<file path="src/inc/amst_pkg.sv">
// Shared constants and types for the asynchronous memory strobe timing block
package amst_pkg;

    // ------------------------------------------------------------
    // Widths
    // ------------------------------------------------------------
    localparam int ADDR_W = 21;
    localparam int BANK_W = 2;
    localparam int DATA_W = 16;
    localparam int CS_W = 4;
    localparam int CS_SEL_W = 2;
    localparam int PHASE_W = 8;
    localparam int WAIT_LIMIT_W = 8;
    localparam int WAIT_UNIT_W = 9;
    localparam int UNIT_CNT_W = 5;

    // ------------------------------------------------------------
    // Timing
    // ------------------------------------------------------------
    localparam int CLK_PERIOD_NS = 10;
    localparam int WAIT_RELEASE_NS = 40;
    localparam int WAIT_RELEASE_CYCLES = (WAIT_RELEASE_NS + CLK_PERIOD_NS - 1) / CLK_PERIOD_NS;
    localparam int SYNC_STAGES = 2;
    localparam int RELEASE_LEFT_CYCLES = WAIT_RELEASE_CYCLES - SYNC_STAGES;
    localparam int WAIT_UNIT_CYCLES = 16;
    localparam int MAX_WAIT_UNITS = 256;

    // ------------------------------------------------------------
    // Reset and idle values
    // ------------------------------------------------------------
    localparam logic [CS_W-1:0] CS_IDLE = 4'hF;
    localparam logic STROBE_IDLE = 1'b1;
    localparam logic [ADDR_W-1:0] ADDR_RESET = 21'h000000;
    localparam logic [BANK_W-1:0] BANK_RESET = 2'h0;
    localparam logic [DATA_W-1:0] DATA_RESET = 16'h0000;
    localparam logic [CS_W-1:0] CS_ONE_HOT_BASE = 4'h1;

    // ------------------------------------------------------------
    // Sequencer states
    // ------------------------------------------------------------
    typedef enum logic [2:0] {
        ST_IDLE = 3'b000,
        ST_SETUP = 3'b001,
        ST_STROBE = 3'b010,
        ST_EXTEND = 3'b011,
        ST_RELEASE = 3'b100,
        ST_HOLD = 3'b101,
        ST_TURN = 3'b110
    } amst_state_t;

endpackage

</file>
<file path="src/design/amst_phase_counter.sv">
// Loadable down counter that flags the last cycle of a phase
`timescale 1ns/1ps
module amst_phase_counter #(
    parameter int WIDTH = 8
) (
    input wire logic clk,
    input wire logic reset_n,
    input wire logic load,
    input wire logic [WIDTH-1:0] loadValue,
    output logic last
);
    logic [WIDTH-1:0] count_q;

    // ------------------------------------------------------------
    // Count down, hold at zero
    // ------------------------------------------------------------
    always_ff @(posedge clk or negedge reset_n) begin
        if (!reset_n) begin
            count_q <= '0;
        end else if (load) begin
            count_q <= loadValue;
        end else if (count_q != '0) begin
            count_q <= count_q - WIDTH'(1);
        end
    end

    assign last = (count_q == WIDTH'(1));
endmodule

</file>
<file path="src/design/amst_strobe_timing.sv">
// Strobe sequencer for asynchronous SRAM and NOR flash accesses
`timescale 1ns/1ps
module amst_strobe_timing
#(
    parameter int PW = amst_pkg::PHASE_W
) (
    input wire logic clk,
    input wire logic reset_n,
    input wire logic reqValid,
    input wire logic reqWrite,
    input wire logic [amst_pkg::ADDR_W-1:0] reqAddress,
    input wire logic [amst_pkg::BANK_W-1:0] reqBank,
    input wire logic [amst_pkg::CS_SEL_W-1:0] reqChip,
    input wire logic [amst_pkg::DATA_W-1:0] reqWriteData,
    output logic reqReady,
    output logic rspValid,
    output logic rspWrite,
    output logic rspTimeout,
    output logic [amst_pkg::DATA_W-1:0] rspReadData,
    output logic [amst_pkg::WAIT_UNIT_W-1:0] extraWaitCount,
    input wire logic [PW-1:0] turnaroundCycles,
    input wire logic [PW-1:0] readSetup,
    input wire logic [PW-1:0] readStrobe,
    input wire logic [PW-1:0] readHold,
    input wire logic [PW-1:0] writeSetup,
    input wire logic [PW-1:0] writeStrobe,
    input wire logic [PW-1:0] writeHold,
    input wire logic extendedWaitEnable,
    input wire logic strobeSelectMode,
    input wire logic [amst_pkg::WAIT_LIMIT_W-1:0] maxWaitLimit,
    output logic [amst_pkg::CS_W-1:0] chipSelectN,
    output logic outputEnableN,
    output logic writeEnableN,
    output logic [amst_pkg::BANK_W-1:0] bankAddress,
    output logic [amst_pkg::ADDR_W-1:0] memAddress,
    output logic [amst_pkg::DATA_W-1:0] memDataOut,
    output logic memDataOe,
    input wire logic [amst_pkg::DATA_W-1:0] memDataIn,
    input wire logic waitInput
);
    import amst_pkg::*;
    amst_state_t state_q;
    amst_state_t state_d;
    logic write_q;
    logic [CS_SEL_W-1:0] chip_q;
    logic timeout_q;
    logic [WAIT_UNIT_W-1:0] waitUnits_q;
    logic wait1_q;
    logic wait2_q;
    logic [DATA_W-1:0] data1_q;
    logic [DATA_W-1:0] data2_q;
    logic [1:0] endPipe_q;
    logic [1:0] endWrite_q;
    logic [1:0] endTimeout_q;
    logic [WAIT_UNIT_W-1:0] endUnits_q;
    logic takeReq;
    logic accWrite;
    logic [CS_SEL_W-1:0] accChip;
    logic [PW-1:0] setupLen;
    logic [PW-1:0] strobeRaw;
    logic [PW-1:0] strobeLen;
    logic [PW-1:0] holdLen;
    amst_state_t afterHold;
    logic [PW-1:0] afterHoldLoad;
    amst_state_t afterStrobe;
    logic [PW-1:0] afterStrobeLoad;
    logic phaseLoad;
    logic [PW-1:0] phaseValue;
    logic phaseLast;
    logic unitLoad;
    logic unitLast;
    logic timeoutHit;
    logic [WAIT_UNIT_W-1:0] waitLimit;
    logic strobeQ;
    logic strobeD;
    logic accessD;
    logic strobeEnd;
    logic csActiveD;
    // ------------------------------------------------------------
    // Input synchronisers
    // ------------------------------------------------------------
    always_ff @(posedge clk or negedge reset_n) begin
        if (!reset_n) begin
            wait1_q <= 1'b0;
            wait2_q <= 1'b0;
            data1_q <= DATA_RESET;
            data2_q <= DATA_RESET;
        end else begin
            wait1_q <= waitInput;
            wait2_q <= wait1_q;
            data1_q <= memDataIn;
            data2_q <= data1_q;
        end
    end
    // ------------------------------------------------------------
    // Phase lengths
    // ------------------------------------------------------------
    assign takeReq = reqValid && reqReady;
    assign accWrite = takeReq ? reqWrite : write_q;
    assign accChip = takeReq ? reqChip : chip_q;
    assign setupLen = accWrite ? writeSetup : readSetup;
    assign strobeRaw = accWrite ? writeStrobe : readStrobe;
    assign strobeLen = (strobeRaw == '0) ? PW'(1) : strobeRaw;
    assign holdLen = accWrite ? writeHold : readHold;
    assign waitLimit = WAIT_UNIT_W'({1'b0, maxWaitLimit} + 9'h001);
    assign timeoutHit = unitLast && ((waitUnits_q + 9'h001) == waitLimit);
    assign afterHold = (turnaroundCycles != '0) ? ST_TURN : ST_IDLE;
    assign afterHoldLoad = turnaroundCycles;
    assign afterStrobe = (holdLen != '0) ? ST_HOLD : afterHold;
    assign afterStrobeLoad = (holdLen != '0) ? holdLen : afterHoldLoad;
    // ------------------------------------------------------------
    // Sequencer next state
    // ------------------------------------------------------------
    always_comb begin
        state_d = state_q;
        phaseLoad = 1'b0;
        phaseValue = '0;
        case (state_q)
            ST_IDLE: begin
                if (takeReq) begin
                    phaseLoad = 1'b1;
                    if (setupLen != '0) begin
                        state_d = ST_SETUP;
                        phaseValue = setupLen;
                    end else begin
                        state_d = ST_STROBE;
                        phaseValue = strobeLen;
                    end
                end
            end
            ST_SETUP: begin
                if (phaseLast) begin
                    state_d = ST_STROBE;
                    phaseLoad = 1'b1;
                    phaseValue = strobeLen;
                end
            end
            ST_STROBE: begin
                if (phaseLast) begin
                    if (extendedWaitEnable && wait2_q) begin
                        state_d = ST_EXTEND;
                    end else begin
                        state_d = afterStrobe;
                        phaseLoad = 1'b1;
                        phaseValue = afterStrobeLoad;
                    end
                end
            end
            ST_EXTEND: begin
                if (timeoutHit) begin
                    state_d = afterStrobe;
                    phaseLoad = 1'b1;
                    phaseValue = afterStrobeLoad;
                end else if (!wait2_q) begin
                    state_d = ST_RELEASE;
                    phaseLoad = 1'b1;
                    phaseValue = PW'(RELEASE_LEFT_CYCLES - 1);
                end
            end
            ST_RELEASE: begin
                if (phaseLast) begin
                    state_d = afterStrobe;
                    phaseLoad = 1'b1;
                    phaseValue = afterStrobeLoad;
                end
            end
            ST_HOLD: begin
                if (phaseLast) begin
                    state_d = afterHold;
                    phaseLoad = 1'b1;
                    phaseValue = afterHoldLoad;
                end
            end
            ST_TURN: begin
                if (phaseLast) begin
                    state_d = ST_IDLE;
                end
            end
            default: begin
                state_d = ST_IDLE;
            end
        endcase
    end
    always_ff @(posedge clk or negedge reset_n) begin
        if (!reset_n) begin
            state_q <= ST_IDLE;
        end else begin
            state_q <= state_d;
        end
    end
    // ------------------------------------------------------------
    // Phase and wait unit counters
    // ------------------------------------------------------------
    amst_phase_counter #(.WIDTH(PW)) phaseCounter (
        .clk(clk),
        .reset_n(reset_n),
        .load(phaseLoad),
        .loadValue(phaseValue),
        .last(phaseLast)
    );
    assign unitLoad = (state_q == ST_STROBE && state_d == ST_EXTEND) ||
                      (state_q == ST_EXTEND && unitLast);
    amst_phase_counter #(.WIDTH(UNIT_CNT_W)) unitCounter (
        .clk(clk),
        .reset_n(reset_n),
        .load(unitLoad),
        .loadValue(UNIT_CNT_W'(WAIT_UNIT_CYCLES)),
        .last(unitLast)
    );

    always_ff @(posedge clk or negedge reset_n) begin
        if (!reset_n) begin
            waitUnits_q <= '0;
        end else if (takeReq) begin
            waitUnits_q <= '0;
        end else if (state_q == ST_EXTEND && unitLast) begin
            waitUnits_q <= waitUnits_q + 9'h001;
        end
    end

    always_ff @(posedge clk or negedge reset_n) begin
        if (!reset_n) begin
            timeout_q <= 1'b0;
        end else if (takeReq) begin
            timeout_q <= 1'b0;
        end else if (state_q == ST_EXTEND && timeoutHit) begin
            timeout_q <= 1'b1;
        end
    end
    // ------------------------------------------------------------
    // Request capture
    // ------------------------------------------------------------
    always_ff @(posedge clk or negedge reset_n) begin
        if (!reset_n) begin
            write_q <= 1'b0;
            chip_q <= '0;
            memAddress <= ADDR_RESET;
            bankAddress <= BANK_RESET;
            memDataOut <= DATA_RESET;
        end else if (takeReq) begin
            write_q <= reqWrite;
            chip_q <= reqChip;
            memAddress <= reqAddress;
            bankAddress <= reqBank;
            memDataOut <= reqWriteData;
        end
    end

    always_ff @(posedge clk or negedge reset_n) begin
        if (!reset_n) begin
            reqReady <= 1'b1;
        end else begin
            reqReady <= (state_d == ST_IDLE);
        end
    end
    // ------------------------------------------------------------
    // Memory strobes
    // ------------------------------------------------------------
    assign strobeQ = (state_q == ST_STROBE) || (state_q == ST_EXTEND) ||
                     (state_q == ST_RELEASE);
    assign strobeD = (state_d == ST_STROBE) || (state_d == ST_EXTEND) ||
                     (state_d == ST_RELEASE);
    assign accessD = (state_d != ST_IDLE) && (state_d != ST_TURN);
    assign csActiveD = strobeSelectMode ? strobeD : accessD;
    assign strobeEnd = strobeQ && !strobeD;

    always_ff @(posedge clk or negedge reset_n) begin
        if (!reset_n) begin
            chipSelectN <= CS_IDLE;
            outputEnableN <= STROBE_IDLE;
            writeEnableN <= STROBE_IDLE;
            memDataOe <= 1'b0;
        end else begin
            chipSelectN <= csActiveD ? ~(CS_ONE_HOT_BASE << accChip) : CS_IDLE;
            outputEnableN <= !(strobeD && !accWrite);
            writeEnableN <= !(strobeD && accWrite);
            memDataOe <= accessD && accWrite;
        end
    end
    // ------------------------------------------------------------
    // Completion and read data
    // ------------------------------------------------------------
    always_ff @(posedge clk or negedge reset_n) begin
        if (!reset_n) begin
            endPipe_q <= 2'h0;
            endWrite_q <= 2'h0;
            endTimeout_q <= 2'h0;
            endUnits_q <= '0;
        end else begin
            endPipe_q <= {endPipe_q[0], strobeEnd};
            endWrite_q <= {endWrite_q[0], write_q};
            endTimeout_q <= {endTimeout_q[0], timeout_q || (state_q == ST_EXTEND && timeoutHit)};
            endUnits_q <= endPipe_q[0] ? waitUnits_q : endUnits_q;
        end
    end
    always_ff @(posedge clk or negedge reset_n) begin
        if (!reset_n) begin
            rspValid <= 1'b0;
            rspWrite <= 1'b0;
            rspTimeout <= 1'b0;
            rspReadData <= DATA_RESET;
            extraWaitCount <= '0;
        end else begin
            rspValid <= endPipe_q[1];
            if (endPipe_q[1]) begin
                rspWrite <= endWrite_q[1];
                rspTimeout <= endTimeout_q[1];
                extraWaitCount <= endUnits_q;
                if (!endWrite_q[1]) begin
                    rspReadData <= data2_q;
                end
            end
        end
    end
endmodule

</file>
<file path="config.mk">
export PLATFORM = sky130hd
export DESIGN_NAME = amst_strobe_timing
export DESIGN_NICKNAME = d
export VERILOG_FILES = /design/src/inc/amst_pkg.sv /design/src/design/amst_phase_counter.sv /design/src/design/amst_strobe_timing.sv
export SDC_FILE = /design/constraint.sdc
export NUM_CORES = 1
export LEC_CHECK = 0
export ABC_CLOCK_PERIOD_IN_PS = 8200
export BUFFER_PORTS_ARGS = -buffer_cell sky130_fd_sc_hd__buf_4
export CAP_MARGIN = 20
export CORE_MARGIN = 5
export CORE_UTILIZATION = 30
export DETAILED_ROUTE_END_ITERATION = 8
export SYNTH_ARGS = -nofsm -noshare
export SYNTH_HDL_FRONTEND = slang
export SYNTH_SLANG_ARGS = --single-unit
</file>
<file path="constraint.sdc">
create_clock -name clk -period 8.2 [get_ports clk]
set_clock_uncertainty 0.1 [all_clocks]
set_input_delay 0.82 -clock clk [delete_from_list [all_inputs] [get_ports clk]]
set_output_delay 0.82 -clock clk [all_outputs]
set_load 0.01 [all_outputs]
</file>
==> results.json <==
{
  "outcome": "finished, final reports clean",
  "max-cap-violations": 0,
  "pre_cts_ws_ns": 4.40,
  "route.met3.wl_um": 1160,
  "arrival_ns": 3.69,
  "synthCells": 654,
  "final-hold-violation-count": 0,
  "yosysSeqAreaShare_pct": 56.1,
  "endpoint_kind": "flip-flop",
  "ys_warn_count": 0,
  "reg2reg_depth": 10,
  "ios": 203,
  "max_stage_delay_ns": 0.51,
  "drtAntennaViolNets": 0,
  "routedWlPerCell_um": 16.6,
  "crit_chain": "ha_1 -> and3_1 -> and4_1 -> o21ai_0 -> nor4b_4 -> nand3_1 -> o221a_2 -> o2111a_1 -> or3_1 -> o31ai_2",
  "met2_length_um": 9320,
  "final_util_pct": 40.9,
  "area_growth_syn_to_layout_pct": 35.0,
  "worstPathMaxFanout": 8,
  "synth_ff_type": "dfrtp_1",
  "relSlewSlack_pct": 32.5,
  "cts_tree": "yes",
  "gp_congestion": 0.885,
  "rsz0062_at_grt": "false",
  "netlist_area_mm2": 0.00684,
  "peakVddDrop_v": 0.000147,
  "avgViaCountPerCell": 4.75,
  "cts_hold_buf": 0,
  "post_cts_buffers": 0,
  "p_leak_nw": 4.48,
  "nNetsFinal": 985,
  "gr-total-overflow": 0,
  "die-area_mm2": 0.0259,
  "cts_max_level": 4,
  "die_width_um": 161,
  "cts_resized": 0,
  "max_freq_mhz": 289,
  "ys_types": 58,
  "synth_seq_cells": 153,
  "grt_pass1_wl_um": 30300,
  "grt_max_degree": 82,
  "syn-num-nets": 788,
  "io_buffers": 202,
  "cts_buffers": 17,
  "hold_class": "reg -> reg",
  "die_h_um": 161,
  "crit_slowest_cell": "or3_1",
  "grt_antenna_before_repair": 0,
  "cellPowerDensity_mw_per_mm2": 334,
  "core_area_mm2": 0.0226,
  "worst_pin_slew_ns": 1.01,
  "fin_crit_sh_pct": 42.2,
  "cp-start-kind": "flip-flop",
  "clockRootBuffer": "clkbuf_16",
  "drc": 0,
  "synth_edf_count": 0,
  "async_flop_share_pct": 100,
  "cts.clk_slew.worst_paths_ns": 0.07,
  "diodes": 0,
  "min_period_ns": 3.46,
  "drtIter0Drc": 274,
  "drive_above_1_share_pct": 34.5,
  "grt_util_all_layers_pct": 14.6,
  "hold_path_depth": 0,
  "finalSetupTns_ns": 0,
  "cts_buffer_depth": 2,
  "clk_latency_ns": 0.41,
  "power.total_mw": 3.09,
  "setup_viol": 0,
  "timing.critical_path.required_ns": 8.43,
  "rows": 55,
  "dpl_cell_area_mm2": 0.00863,
  "cts.sinks": 153,
  "wl_um": 19000,
  "dr.max_layer_used": "met4",
  "setup_slack_ns": 4.74,
  "path_class": "reg -> reg",
  "drv_slew": 0,
  "grt_pass1_vias": 5536,
  "start_util_pct": 30.3,
  "post_synth.cell_area_avg_um2": 10.5,
  "firstDrtPassIters": 4,
  "fin_area_mm2": 0.00924,
  "wl_met1_um": 8200,
  "dp_hpwl_um": 14500,
  "vias": 5454
}
[cells by family (layout without fill, tap and decap cells)]
family,after synthesis,in the layout,share of synthesized area (%)
multiplexers,55,55,8.73
flip-flops,153,153,56.1
buffers and inverters,40,250,2.38
AND/OR/NAND/NOR,296,296,19.8
XOR/XNOR,30,30,4.04
AO/OA/AOI/OAI,74,74,7.85
adder cells (fa/ha/maj),6,6,1.10
[cell usage after synthesis, types with 8 or more instances]
| cell | count | share of area [%] |
|---|---|---|
| mux2_2 | 37 | 6.1 |
| inv_1 | 11 | 0.60 |
| nor2_1 | 44 | 2.4 |
| xnor2_1 | 16 | 2.0 |
| mux2i_1 | 18 | 2.6 |
| dfrtp_1 | 146 | 53 |
| o21ai_0 | 9 | 0.66 |
| nor4_1 | 10 | 0.91 |
| nor3_1 | 8 | 0.59 |
| clkbuf_1 | 21 | 1.2 |
| xor2_1 | 13 | 1.7 |
| a21oi_1 | 18 | 1.3 |
| nand3_1 | 23 | 1.7 |
| nand2_1 | 162 | 8.9 |
[power by group]
| group | total, mW | internal [mW] | switching [mW] |
|---|---|---|---|
| combinational | 1.10 | 0.547 | 0.551 |
| clock | 0.801 | 0.461 | 0.340 |
| sequential | 1.19 | 1.02 | 0.170 |
[placed cells by master (no fill, tap or decap), drive strengths merged, types with 5 or more instances in the layout]
| cell type | instances |
|---|---|
| nand2b | 7 |
| buf | 207 |
| xor2 | 13 |
| mux2 | 37 |
| inv | 19 |
| o221ai | 7 |
| mux2i | 18 |
| o21ai | 13 |
| a31oi | 6 |
| and3 | 8 |
| nor4 | 11 |
| clkinv | 5 |
| and2 | 6 |
| a21oi | 18 |
| dfstp | 7 |
| nor2 | 45 |
| nand2 | 162 |
| ha | 6 |
| xnor2 | 16 |
| dfrtp | 146 |
| clkbuf | 17 |
| nor3 | 8 |
| nand3 | 23 |
| nor2b | 6 |
[through the flow]
stage / hold WS (ns) / instances
finish: 0.241 / 1149
global route: 0.250 / 1149
CTS: 0.246 / 1149
detailed placement: 0.235 / 1117
global placement: 0.232 / 1116
floorplan: 0.231 / 654
[routing by layer]
| layer | track usage [%] | up-vias |
|---|---|---|
| li1 | - | 2633 |
| met3 | 4.13 | 27 |
| met2 | 24.3 | 201 |
| met5 | 0 | - |
| met4 | 4.30 | 0 |
| met1 | 18.7 | 2593 |
[flip-flops by register name (all words and copies together), names as in the netlist, 5 cells and up]
signal	flops
data1_q	16
data2_q	16
endUnits_q	9
extraWaitCount	9
memAddress	21
memDataOut	16
phaseCounter.count_q	8
rspReadData	16
unitCounter.count_q	5
waitUnits_q	9
[final timing paths]
path                                            to             from  slack [ns]
min in group asynchronous              data1_q[14]          reset_n        0.34
max reg2reg                phaseCounter.count_q[3]   waitUnits_q[0]        4.74
min reg2reg                        endTimeout_q[1]  endTimeout_q[0]        0.24
min                                endTimeout_q[1]  endTimeout_q[0]        0.24
max in group asynchronous          endTimeout_q[0]          reset_n        6.27
max                        phaseCounter.count_q[3]   waitUnits_q[0]        4.74
[worst max-delay path: cells and delay by family (launching register included)]
family / cells / cell delay, ns
AND/OR/NAND/NOR: 5 / 1.59
AO/OA/AOI/OAI: 4 / 0.95
flip-flops: 1 / 0.47
adder cells (fa/ha/maj): 1 / 0.28
[cell type report]
| cell class | instances | area [um^2] |
|---|---|---|
| tap | 285 | 357 |
| timing repair buffer | 207 | 1560 |
| clock inverter | 15 | 179 |
| inverter | 11 | 41.3 |
| multi-input combinational | 461 | 2840 |
| fill | 2251 | 13300 |
| sequential | 153 | 3840 |
| clock buffer | 17 | 425 |
No activity file was read; power rests on OpenSTA's default activity.
